File: src/inc/cpc_pkg.sv
/*
 read protection configuration: register offsets, field positions, reset values.
 assumes byte-wide configuration space reached over a plain strobe port.
*/
package cpc_pkg;
   localparam logic [21:0] CPC_LOCK_LOW_OFS  = 22'h300008;
   localparam logic [21:0] CPC_LOCK_HIGH_OFS = 22'h300009;
   localparam logic [21:0] CPC_BOOT_CFG_OFS  = 22'h300006;
   localparam int          CPC_EEPROM_BIT    = 7;
   localparam int          CPC_BOOT_BIT      = 6;
   localparam int          CPC_BOOT_SIZE_BIT = 4;
   localparam logic [7:0]  CPC_LOCK_LOW_RST  = 8'hff;
   localparam logic [7:0]  CPC_LOCK_HIGH_RST = 8'hc0;
   localparam logic        CPC_BOOT_SIZE_RST = 1'b0;
   // boot block word counts for the two size settings
   localparam logic [21:0] CPC_BOOT_WORDS_1K = 22'h000400;
   localparam logic [21:0] CPC_BOOT_WORDS_2K = 22'h000800;
   localparam int          CPC_BLOCKS        = 8;
endpackage

File: src/rtl/cpc_top.sv
/*
 read protection configuration bytes with clear-only bits and a gated programmer read path.
 assumes bus master and programmer share clk; memory data arrive with their request.
*/
// Our own choice: strobed register access.
`timescale 1ns/1ps
// How it works
// - eight block bits, zero locks that block
// - small variants lack block bits four-seven
// - high byte bit 7 locks eeprom
// - high byte bit 6 locks boot block
// - high byte bits 5-0 read zero
// - lock bits reset to one, clear only
// - boot lock region follows size setting
// - size one gives 2 kW, zero 1 kW
module cpc_top
   import cpc_pkg::*;
#(
   parameter bit LARGE_MEMORY = 1'b1,
   parameter int BLOCK_SHIFT  = 14
)
(
   input  wire logic        clk,
   input  wire logic        sys_rst,
   input  wire logic [21:0] reg_addr,
   input  wire logic [7:0]  reg_wdata,
   input  wire logic        reg_wr,
   input  wire logic        reg_rd,
   output logic [7:0]       reg_rdata,
   input  wire logic        prog_rd,
   input  wire logic [21:0] prog_addr,
   input  wire logic        prog_is_eeprom,
   input  wire logic [7:0]  mem_data,
   output logic [7:0]       prog_rdata,
   output logic             prog_rvalid,
   output logic             prog_blocked
);
   // upper block bits exist only on large parts
   localparam logic [7:0] IMPL_MASK = LARGE_MEMORY ? 8'hff : 8'h0f;

   typedef enum {SEL_NONE, SEL_LOCK_LOW, SEL_LOCK_HIGH, SEL_BOOT_CFG} cpc_sel_type;

   // one decode shared by both strobes, so a read shows the byte a write would hit
   function automatic cpc_sel_type reg_select(input logic [21:0] a);
      cpc_sel_type s;
      case (a)
         CPC_LOCK_LOW_OFS:  s = SEL_LOCK_LOW;
         CPC_LOCK_HIGH_OFS: s = SEL_LOCK_HIGH;
         CPC_BOOT_CFG_OFS:  s = SEL_BOOT_CFG;
         default:           s = SEL_NONE;
      endcase
      return s;
   endfunction

   logic [7:0]       low_r;
   logic [7:0]       low_nxt;
   wire  logic [7:0] low_clr;
   logic             eep_r;
   logic             eep_nxt;
   logic             boot_r;
   logic             boot_nxt;
   logic             bsz_r;
   logic             bsz_nxt;

   logic [7:0]       rdata_r;
   logic [7:0]       rdata_nxt;

   logic [7:0]       pdata_r;
   logic [7:0]       pdata_nxt;
   logic             pval_r;
   logic             pval_nxt;
   logic             pblk_r;
   logic             pblk_nxt;
   logic             blocked;

   // lock bits: per-block clear requests
   // a bit falls only where a zero is written over an implemented block
   genvar gi;
   generate
      for (gi = 0; gi < CPC_BLOCKS; gi = gi + 1)
      begin : g_clr
         assign low_clr[gi] = ~reg_wdata[gi] & IMPL_MASK[gi];
      end
   endgenerate

   // lock bits: next value
   always_comb
   begin
      low_nxt  = low_r;
      eep_nxt  = eep_r;
      boot_nxt = boot_r;
      bsz_nxt  = bsz_r;
      if (reg_wr)
      begin
         case (reg_select(reg_addr))
            SEL_LOCK_LOW:
            begin
               // writing ones never restores a bit: erase is outside this block
               low_nxt = low_r & ~low_clr;
            end
            SEL_LOCK_HIGH:
            begin
               eep_nxt  = eep_r & reg_wdata[CPC_EEPROM_BIT];
               boot_nxt = boot_r & reg_wdata[CPC_BOOT_BIT];
            end
            SEL_BOOT_CFG:
            begin
               // the size bit is a plain setting, so it may go both ways
               bsz_nxt = reg_wdata[CPC_BOOT_SIZE_BIT];
            end
            default:
            begin
               low_nxt = low_r;
            end
         endcase
      end
   end

   // lock bits: registers
   always_ff @(posedge clk)
   begin
      if (sys_rst)
      begin
         low_r  <= CPC_LOCK_LOW_RST;
         eep_r  <= CPC_LOCK_HIGH_RST[CPC_EEPROM_BIT];
         boot_r <= CPC_LOCK_HIGH_RST[CPC_BOOT_BIT];
         bsz_r  <= CPC_BOOT_SIZE_RST;
      end
      else
      begin
         low_r  <= low_nxt;
         eep_r  <= eep_nxt;
         boot_r <= boot_nxt;
         bsz_r  <= bsz_nxt;
      end
   end

   // register read data: one cycle after the strobe, zero otherwise
   always_comb
   begin
      rdata_nxt = 8'h00;
      if (reg_rd)
      begin
         case (reg_select(reg_addr))
            SEL_LOCK_LOW:
            begin
               rdata_nxt = low_r & IMPL_MASK;
            end
            SEL_LOCK_HIGH:
            begin
               rdata_nxt                 = 8'h00;
               rdata_nxt[CPC_EEPROM_BIT] = eep_r;
               rdata_nxt[CPC_BOOT_BIT]   = boot_r;
            end
            SEL_BOOT_CFG:
            begin
               rdata_nxt                    = 8'h00;
               rdata_nxt[CPC_BOOT_SIZE_BIT] = bsz_r;
            end
            default:
            begin
               rdata_nxt = 8'h00;
            end
         endcase
      end
   end

   // register read data: register
   always_ff @(posedge clk)
   begin
      if (sys_rst)
      begin
         rdata_r <= 8'h00;
      end
      else
      begin
         rdata_r <= rdata_nxt;
      end
   end

   cpc_region_gate #(.BLOCK_SHIFT(BLOCK_SHIFT)) u_gate (
      .addr             (prog_addr),
      .is_eeprom        (prog_is_eeprom),
      .block_unlock     (low_r | ~IMPL_MASK),
      .eeprom_unlock    (eep_r),
      .boot_unlock      (boot_r),
      .boot_size_select (bsz_r),
      .read_blocked     (blocked)
   );

   // programmer read: gated data one cycle after the request
   always_comb
   begin
      pval_nxt  = prog_rd;
      pblk_nxt  = 1'b0;
      pdata_nxt = 8'h00;
      if (prog_rd)
      begin
         if (blocked)
         begin
            // zeros with the blocked flag raised, so a locked part reveals nothing
            pblk_nxt  = 1'b1;
            pdata_nxt = 8'h00;
         end
         else
         begin
            pdata_nxt = mem_data;
         end
      end
   end

   // programmer read: registers
   always_ff @(posedge clk)
   begin
      if (sys_rst)
      begin
         pdata_r <= 8'h00;
         pval_r  <= 1'b0;
         pblk_r  <= 1'b0;
      end
      else
      begin
         pdata_r <= pdata_nxt;
         pval_r  <= pval_nxt;
         pblk_r  <= pblk_nxt;
      end
   end

   assign reg_rdata    = rdata_r;
   assign prog_rdata   = pdata_r;
   assign prog_rvalid  = pval_r;
   assign prog_blocked = pblk_r;
endmodule

File: src/rtl/cpc_region_gate.sv
/*
 region lookup and read gate for program memory, eeprom and boot block.
 assumes a word address from the programmer, same clock domain.
*/
`timescale 1ns/1ps
module cpc_region_gate
   import cpc_pkg::*;
#(
   parameter int BLOCK_SHIFT = 14
)
(
   input  wire logic [21:0] addr,
   input  wire logic        is_eeprom,
   input  wire logic [7:0]  block_unlock,
   input  wire logic        eeprom_unlock,
   input  wire logic        boot_unlock,
   input  wire logic        boot_size_select,
   output logic             read_blocked
);
   logic [21:0] boot_words;
   logic [2:0]  blk;

   always_comb
   begin
      boot_words = boot_size_select ? CPC_BOOT_WORDS_2K : CPC_BOOT_WORDS_1K;
      blk        = addr[BLOCK_SHIFT +: 3];
      if (is_eeprom)
         read_blocked = ~eeprom_unlock;
      else if (addr < boot_words)
         read_blocked = ~boot_unlock;
      else
         read_blocked = ~block_unlock[blk];
   end
endmodule

File: config.mk
export PLATFORM = sky130hd
export DESIGN_NAME = cpc_top
export DESIGN_NICKNAME = d
export VERILOG_FILES = /design/src/inc/cpc_pkg.sv /design/src/rtl/cpc_top.sv /design/src/rtl/cpc_region_gate.sv
export SDC_FILE = /design/constraint.sdc
export NUM_CORES = 1
export LEC_CHECK = 0
export ABC_CLOCK_PERIOD_IN_PS = 4170
export BUFFER_PORTS_ARGS = -buffer_cell sky130_fd_sc_hd__buf_2
export CORE_AREA = 8 8 67 69
export DETAILED_ROUTE_END_ITERATION = 8
export DIE_AREA = 0 0 75 77
export GPL_TIMING_DRIVEN = 0
export PLACE_DENSITY_LB_ADDON = 0.1
export SETUP_SLACK_MARGIN = 0.5
export SYNTH_ARGS = -nofsm -noshare
export SYNTH_HDL_FRONTEND = slang
export SYNTH_SLANG_ARGS = --single-unit
File: constraint.sdc
create_clock -name clk -period 4.17 [get_ports clk]
set_input_delay 0.417 -clock clk [delete_from_list [all_inputs] [get_ports clk]]
set_output_delay 0.417 -clock clk [all_outputs]
set_load 0.03 [all_outputs]
==> impl_metrics.ini, run 1 <==
[status]
status = finished, final reports clean

[worst_setup_path]
start_kind = flip-flop
critPathBufInv = 1
critPathArrivalTime_ps = 2010
cp_cell_sequence = inv_1, ha_1, nor4_1, nand2_1, o211ai_1, a21boi_0
crit_fanout = 8
end_kind = flip-flop
reg2regPathDepth = 6
r2r-end = prog_rdata[6]
critPathTopFamily = compound AO/OA/AOI/OAI gates
r2r_slack_ps = 2350
cpPeakStageDelay_ps = 470
crit_path_top_delay_cell = o211ai_1
regToRegStartpoint = bsz_r
crit_type = flip-flop to flip-flop
critPathRequiredTime_ps = 4360

[floorplan]
die-area_um2 = 5775
core-area_um2 = 3496
initial_core_util = 0.3311
rows = 22
die_w_um = 75
die_h_um = 77
io_pins = 84

[pwr]
powerDensity_nw_per_um2 = 323.6
p_leak_nw = 0.7518
vdd_drop_max_v = 0.0002359

[drt]
antenna_left = 0
wl_per_cell_um = 13.22
viasPerCell = 4.691
drt_iter0_drc = 29
num_vias = 1140
first_pass_iters = 4
routed_wl_mm = 3.213
drc = 0

[finish]
postLayoutCoreUtil = 0.4714
drive_gt1_frac = 0.4205
fin_nets = 261
diodes = 0
syn_to_final_growth_pct = 42.38

[clocking]
cts_max_level = 2
post_cts_resized = 0
insertion_delay_ps = 330
cts_buffer_depth = 2
cts_tree = yes
postCtsSetupRepairBufs = 0
cts_sinks = 29
numCtsBuffers = 5
ctsHoldBuffers = 0
cts.clk_slew.worst_paths_ps = 90
clock-root-buffer = clkbuf_4

[timing]
rsz0062_at_grt = no
final-setup-viol-count = 0
setup_ws_ps = 2346
finalCritPeriodShare = 0.4374
maxSlewViolCount = 0
slew_headroom = 0.5600
setup-tns-final_ps = 0
worst_slew_pin_slew_ps = 653.9
clock_skew_ps = 15.30
fin_crit_ps = 1824
max_freq_ghz = 0.5482
finalHoldViolCount = 0

[place]
portBuffers = 72
place_ws_ps = 2210
dp_hpwl_mm = 2.744
gp_congestion = 0.7232

[hold_path]
min_from = reg_wdata[5]
hold_depth = 2
min_path_type = primary input to flip-flop
min_to = low_r[5]

[grt]
grt_use_met1 = 0.1295
grt.total_usage = 0.1186
antenna_found_initial = 0
grt_max_degree = 11
globalRoute.busiestLayer = met2
overflow = 0
gr-usage-met2 = 0.1877
grt_first_pass_wirelength_mm = 5.340
met3_usage = 0.06632
first_global_vias = 1262

[logic_synthesis]
avgSynthCellArea_um2 = 10.06
synth-seq-area-share = 0.5016
yosysWarnings = 0
ys_seq_elements = 29
async_flop_share = 0
synth_edf_count = 0
syn_inst = 115
syn-num-nets = 182
synth_cell_types = 32
ys.flop_type = dfxtp_1
netlist_area_um2 = 1157

[job]
cap_violations = 0
## per-layer routing
metal / part of all wire / wire (um)
met5: 0 / 0
met4: 0.012 / 38
met3: 0.11 / 345
met2: 0.46 / 1464
met1: 0.42 / 1365
## power by group
group / total [mW] / switching, mW / internal (mW)
Clock: 0.191 / 0.0934 / 0.0975
Combinational: 0.0602 / 0.0310 / 0.0292
Sequential: 0.282 / 0.000941 / 0.281
Total: 0.533 / 0.125 / 0.408
## kinds of logic after synthesis
group / Yosys count / share of synthesized area
AO/OA/AOI/OAI: 26 / 0.1676
AND/OR/NAND/NOR: 50 / 0.2346
buffers and inverters: 4 / 0.01298
flip-flops: 29 / 0.5016
adder cells (fa/ha/maj): 1 / 0.01081
multiplexers: 5 / 0.07243
## cells in the mapped netlist, types with 2 or more instances
master,count,area share
o22a_1,6,0.045
nor2_1,12,0.039
a31oi_1,5,0.027
nand3_1,3,0.013
clkbuf_1,2,0.0065
nor4_1,6,0.032
inv_1,2,0.0065
or3_1,2,0.011
nor2b_1,2,0.011
nand4_1,2,0.011
and2_1,7,0.038
mux2i_1,2,0.017
mux4_1,2,0.045
nand2_1,7,0.023
dfxtp_1,29,0.50
nor3b_1,2,0.013
a21boi_0,8,0.052
nand2b_1,2,0.011
## how the worst max path moves through the flow
stage,to,depth (start not counted),start,slack (ps)
final,prog_rdata[6],6,bsz_r,2350
after floorplan,prog_rdata[0],4,prog_addr[14],2540
after detailed placement,prog_rdata[6],5,prog_addr[14],2210
after global placement,prog_rdata[0],5,prog_addr[14],2240
after CTS,prog_rdata[6],6,bsz_r,2370
after global routing,prog_rdata[0],6,bsz_r,2110
## through the flow
step           instances  hold WS (ps)  area (um2)  power, mW
6_report             243         289.2        1648     0.5333
5_1_grt              243         271.4        1648     0.5627
4_1_cts              243         278.0        1648     0.5407
3_5_place_dp         235         476.3        1578     0.3493
3_3_place_gp         235         469.7        1578     0.3480
2_1_floorplan        115         444.6        1157     0.3139
## registers in the layout, indices dropped and copies added (netlist names)
signal / cells
prog_blocked: 1
low_r: 8
prog_rvalid: 1
boot_r: 1
reg_rdata: 8
bsz_r: 1
eep_r: 1
prog_rdata: 8
## area by class of cell
class / instances / area (um2)
Inverter: 2 / 7.507
Clock inverter: 1 / 5.005
Multi-Input combinational cell: 82 / 561.8
Sequential cell: 29 / 580.6
Tap cell: 48 / 60.06
Timing Repair Buffer: 72 / 360.3
Fill cell: 362 / 1848
Clock buffer: 7 / 65.06
Buffer: 2 / 7.507
## placed cells by master, fill, tap and decap left out, types with 2 or more instances in the layout
| cell type | instances |
|---|---|
| dfxtp_1 | 29 |
| nor3b_1 | 2 |
| inv_1 | 2 |
| or3_1 | 2 |
| a21boi_0 | 8 |
| mux2i_1 | 2 |
| nor2_1 | 12 |
| clkbuf_1 | 2 |
| nor2b_1 | 2 |
| clkbuf_8 | 2 |
| o22a_1 | 6 |
| mux4_1 | 2 |
| nand2b_1 | 2 |
| and2_1 | 7 |
| nand2_1 | 7 |
| clkbuf_4 | 5 |
| nor4_1 | 6 |
| buf_2 | 72 |
| nand3_1 | 3 |
| nand4_1 | 2 |
| a31oi_1 | 5 |
(Power assumes the default switching activity.)
==> inputs of run 2 (changes only) <==
- ABC_CLOCK_PERIOD_IN_PS: 4170 -> 1600
- clock period: 4.17 -> 1.6 ns (I/O delays scaled with it)
==> run 2 against run 1 <==
Against the previous run: combinational power rose to 3.1 times the previous value; clock-buffer cell count did not move; sequential power rose to 2.6 times the previous value; final cell count grew 2.5%; critical path type unchanged.
==> impl_metrics.ini, run 2 (synthesis results as in run 1) <==
[clocking]
cts_buffer_depth = 2
numCtsBuffers = 5
ctsHoldBuffers = 0
cts.clk_slew.worst_paths_ps = 90
insertion_delay_ps = 320
cts_tree = yes
cts_max_level = 2
clock-root-buffer = clkbuf_4
cts_sinks = 29

[status]
status = finished, final reports clean

[grt]
grt.total_usage = 0.1293
grt_max_degree = 11
grt_first_pass_wirelength_mm = 5.761
overflow = 0
antenna_found_initial = 0
first_global_vias = 1288

[floorplan]
die-area_um2 = 5775
rows = 22
io_pins = 84
die_h_um = 77
initial_core_util = 0.3311
die_w_um = 75
core-area_um2 = 3496

[place]
gp_congestion = 0.7624
dpl.cell_count = 235
dpl_cell_area_um2 = 1649
dp_hpwl_mm = 3.070
portBuffers = 72

[timing]
maxSlewViolCount = 0
fin_crit_ps = 1525
worst_slew_pin_slew_ps = 451.8
final-setup-viol-count = 0
slew_headroom = 0.6988
finalHoldViolCount = 0
clock_skew_ps = 4.929
rsz0062_at_grt = yes
max_freq_ghz = 0.6558
finalCritPeriodShare = 0.9531

[worst_setup_path]
r2r-end = prog_rdata[6]
reg2regPathDepth = 5
r2r_slack_ps = 80
cpPeakStageDelay_ps = 470
cp_cell_sequence = mux4_2, mux2_4, o211ai_1, buf_4, a21boi_1
start_kind = flip-flop
critPathArrivalTime_ps = 1720
end_kind = flip-flop
crit_fanout = 8
regToRegStartpoint = low_r[3]
critPathRequiredTime_ps = 1800
crit_path_top_delay_cell = mux4_2
crit_type = flip-flop to flip-flop

[pwr]
p_leak_nw = 0.8120
powerDensity_nw_per_um2 = 784.8
vdd_drop_max_v = 0.0002697

[finish]
syn_to_final_growth_pct = 55.35
final_common_cell = buf_2
drive_gt1_frac = 0.5373
fin_nets = 267
diodes = 0
postLayoutCoreUtil = 0.5143
fin_cells = 249
postLayoutCellArea_um2 = 1798
layout_common_cells = buf_2 (72), dfxtp_1 (24), nor2_1 (12)

[hold_path]
hold_depth = 2
min_path_type = primary input to flip-flop
min_to = low_r[5]
min_from = reg_wdata[5]

[drt]
drt_iter0_drc = 29
drc = 0
viasPerCell = 4.819
antenna_left = 0
num_vias = 1200
routed_wl_mm = 3.656
first_pass_iters = 2
wl_per_cell_um = 14.68

[job]
cap_violations = 0
## run 2: cell types whose count changed in the layout (fill, tap and decap cells not counted), sizes merged
cell  change
buf       +6
## run 2: repair_timing
action | 4_1_cts | 5_1_grt
gates resized for setup | 19 | 1
hold endpoints to repair | 0 | 0
setup endpoints to repair | 20 | 16
pin swaps | 12 | 1
buffers inserted | 6 | 0
## run 2: area by class of cell
type | count | area [um2]
repair buffers | 78 | 405.4
clock buffers | 7 | 65.06
clock inverters | 1 | 5.005
flip-flops and latches | 29 | 586.8
inverters | 2 | 7.507
multi-input cells | 82 | 660.6
plain buffers | 2 | 7.507
fillers | 373 | 1698
well taps | 48 | 60.06
## run 2: where the power goes
part / internal [mW] / total (mW) / switching [mW]
combinational: 0.0866 / 0.185 / 0.0980
clock: 0.254 / 0.492 / 0.238
sequential: 0.732 / 0.734 / 0.00193
## run 2: worst max-delay path by stage
stage / start / endpoint / slack [ps]
2_1_floorplan: low_r[3] / prog_rdata[0] / 150
3_3_place_gp: bsz_r / prog_rdata[3] / -30
3_5_place_dp: bsz_r / prog_rdata[1] / -60
4_1_cts: low_r[3] / prog_rdata[0] / 70
5_1_grt: low_r[3] / prog_rdata[6] / -6
6_report: low_r[3] / prog_rdata[6] / 80
## run 2: worst max-delay path: cells and delay by family, from the launching register on
kind	cells	cell delay (ps)
flops	1	330
mux	2	760
compound gates	2	140
buf+inv	1	180
## run 2: routing by layer
layer | GRT usage | vias up | share of wire
met2 | 0.2275 | 53 | 0.50
li1 | - | 597 | -
met5 | 0 | - | 0
met3 | 0.05852 | 6 | 0.10
met1 | 0.1215 | 544 | 0.37
met4 | 0.05882 | 0 | 0.018
## run 2: through the flow
stage	hold WS (ps)	setup WS [ps]	TNS (ps)	total power, mW
after floorplan	254.6	150.5	0	0.8244
final	54.58	75.06	0	1.411
after global routing	35.51	-5.983	-6.962	1.485
after CTS	41.68	72.97	0	1.434
after detailed placement	385.5	-56.80	-347.9	0.9296
after global placement	379.6	-27.32	-175.3	0.9255
==> inputs of run 3 (changes only) <==
- ABC_AREA: default -> 1
- CORE_AREA: 8 8 67 69 -> 8 8 72 74
- DIE_AREA: 0 0 75 77 -> 0 0 80 82
==> run 3 against run 2 <==
Against the previous run: die area rose by 14%; sequential share of layout area shrank 2.4 points; design area is 7.0% higher; first-iteration DRC count is 28% lower; combinational power grew 9.7%; sequential cell count is the same; final cell count is 24% higher; clock power is 14% higher; largest cell class unchanged; largest power group unchanged.
==> impl_metrics.ini, run 3 <==
[status]
status = finished, final reports clean

[logic_synthesis]
synth_compound_area_frac = 0.07993
synth_area_leaders = dfxtp_1 (42%), nand2_1 (8.4%), nor2_2 (7.3%)
synthXorXnorAreaFrac = 0
syn-num-nets = 242
synth_top_area_cell = dfxtp_1
netlist_area_um2 = 1378
synthMuxAreaShare = 0
yosys.area.top_type_share = 0.4214
synth_top_family_by_area = simple AND/OR/NAND/NOR gates
syn_inst = 175
avgSynthCellArea_um2 = 7.872
synth-seq-area-share = 0.4214
synth_cell_types = 23
synth_edf_count = 0
yosysWarnings = 0
yosysMostFrequentCell = nand2_1
synth-simple-area-share = 0.4169
ys.flop_type = dfxtp_1
ys_seq_elements = 29
synthAdderAreaFrac = 0.009083
synth_common_cells = nand2_1 (31), dfxtp_1 (29), inv_1 (21)
async_flop_share = 0

[timing]
finalHoldViolCount = 0
clock_skew_ps = 3.497
rsz0062_at_grt = yes
slew_headroom = 0.7113
hold_ws_ps = 45.83
finalCritPeriodShare = 0.8542
setup-tns-final_ps = 0
maxSlewViolCount = 0
fin_crit_ps = 1367
final-setup-viol-count = 0
max_freq_ghz = 0.7317
worst_slew_pin_slew_ps = 433.0

[floorplan]
rows = 24
die_h_um = 82
io_pins = 84
die_w_um = 80
core-area_um2 = 4144
initial_core_util = 0.3324
die-area_um2 = 6560

[grt]
met3_usage = 0.05799
overflow = 0
first_global_vias = 1290
grt_max_degree = 11
grt_first_pass_wirelength_mm = 5.589
grt_use_met1 = 0.1177
antenna_found_initial = 0
globalRoute.busiestLayer = met2
gr-usage-met2 = 0.1730
grt.total_usage = 0.1088

[drt]
routed_wl_mm = 3.508
viasPerCell = 4.339
drt_iter0_drc = 21
antenna_left = 0
num_vias = 1345
wl_per_cell_um = 11.32
first_pass_iters = 4
drc = 0

[worst_setup_path]
crit_type = flip-flop to flip-flop
end_kind = flip-flop
start_kind = flip-flop
critPathArrivalTime_ps = 1580
crit_fanout = 8
reg2regPathDepth = 11
critPathRequiredTime_ps = 1810

[clocking]
cts_buffer_depth = 2
cts.clk_slew.worst_paths_ps = 60
insertion_delay_ps = 270
numCtsBuffers = 5
clock-root-buffer = clkbuf_8
cts_sinks = 29
cts_max_level = 2
cts_tree = yes

[finish]
fin_nets = 324
final_common_cell = buf_2
diodes = 0
postLayoutCoreUtil = 0.4644
nFillCells = 450
drive_gt1_frac = 0.5155
syn_to_final_growth_pct = 39.69
layout_common_cells = buf_2 (73), nand2_1 (31), dfxtp_1 (28)

[pwr]
p_leak_nw = 0.9796
vdd_drop_max_v = 0.0003539
powerDensity_nw_per_um2 = 778.0
finalPower_mw = 1.497

[place]
dp_hpwl_mm = 2.983
gp_congestion = 0.7749
portBuffers = 73

[job]
cap_violations = 0

[hold_path]
hold_depth = 2
min_path_type = primary input to flip-flop
run 3: power by group:
group          switching [mW]  leakage, nW  total, mW  internal [mW]
logic                   0.116        0.699      0.203         0.0864
clock network           0.260       0.0450      0.560          0.300
registers             0.00193        0.236      0.734          0.732
total                   0.378        0.980       1.50           1.12
run 3: layer usage:
| metal | share of wire | up-vias | wire (um) |
|---|---|---|---|
| li1 | - | 713 | - |
| met3 | 0.14 | 2 | 486 |
| met1 | 0.41 | 562 | 1446 |
| met2 | 0.44 | 68 | 1534 |
| met4 | 0.011 | 0 | 40 |
| met5 | 0 | - | 0 |
run 3: path summary, 6_finish.rpt:
check	from	end	slack, ps
worst min-delay path	sys_rst	bsz_r	50
worst max register to register	bsz_r	prog_rdata[5]	230
worst min register to register	low_r[1]	low_r[1]	460
worst max-delay path	bsz_r	prog_rdata[5]	230
run 3: worst max-delay path: stages, from the launching register on:
cell and delay (ps):
dfxtp_2 330, inv_2 40, ha_4 200, inv_2 50, nor2_2 30, nor2_2 120, nand3_1 80, nand2_1 70
inv_2 40, nand2_4 70, nand3_4 140, nor2_2 120
run 3: layout make-up:
cell class / count / area (um2) / share of cell area
plain buffers: 1 / 3.754 / 0.001951
clock buffers: 6 / 72.57 / 0.03771
clock inverters: 2 / 10.01 / 0.005202
flip-flops and latches: 29 / 581.8 / 0.3023
inverters: 25 / 96.34 / 0.05006
well taps: 52 / 65.06 / 0.03381
multi-input cells: 120 / 714.4 / 0.3713
repair buffers: 75 / 380.4 / 0.1977
run 3: metrics by stage:
step	cells	worst slack, ps	instance area, um2
global route	310	133.1	1924
detailed placement	300	170.7	1809
floorplan	175	287.2	1379
global placement	300	176.9	1809
CTS	309	208.8	1912
finish	310	233.2	1924
run 3: kinds of logic (layout without fill, tap and decap cells):
group / Yosys count / in the layout
compound gates: 16 / 16
flops: 29 / 29
buf+inv: 26 / 109
fa+ha+maj: 1 / 1
simple gates: 103 / 103
run 3: repair_timing:
item | in CTS | in global routing
endpoints found under the setup margin | 9 | 9
hold buffers | 0 | 0
setup buffers | 1 | 1
cloned | 0 | 0
pin swaps | 8 | 10
resized for setup | 3 | 2
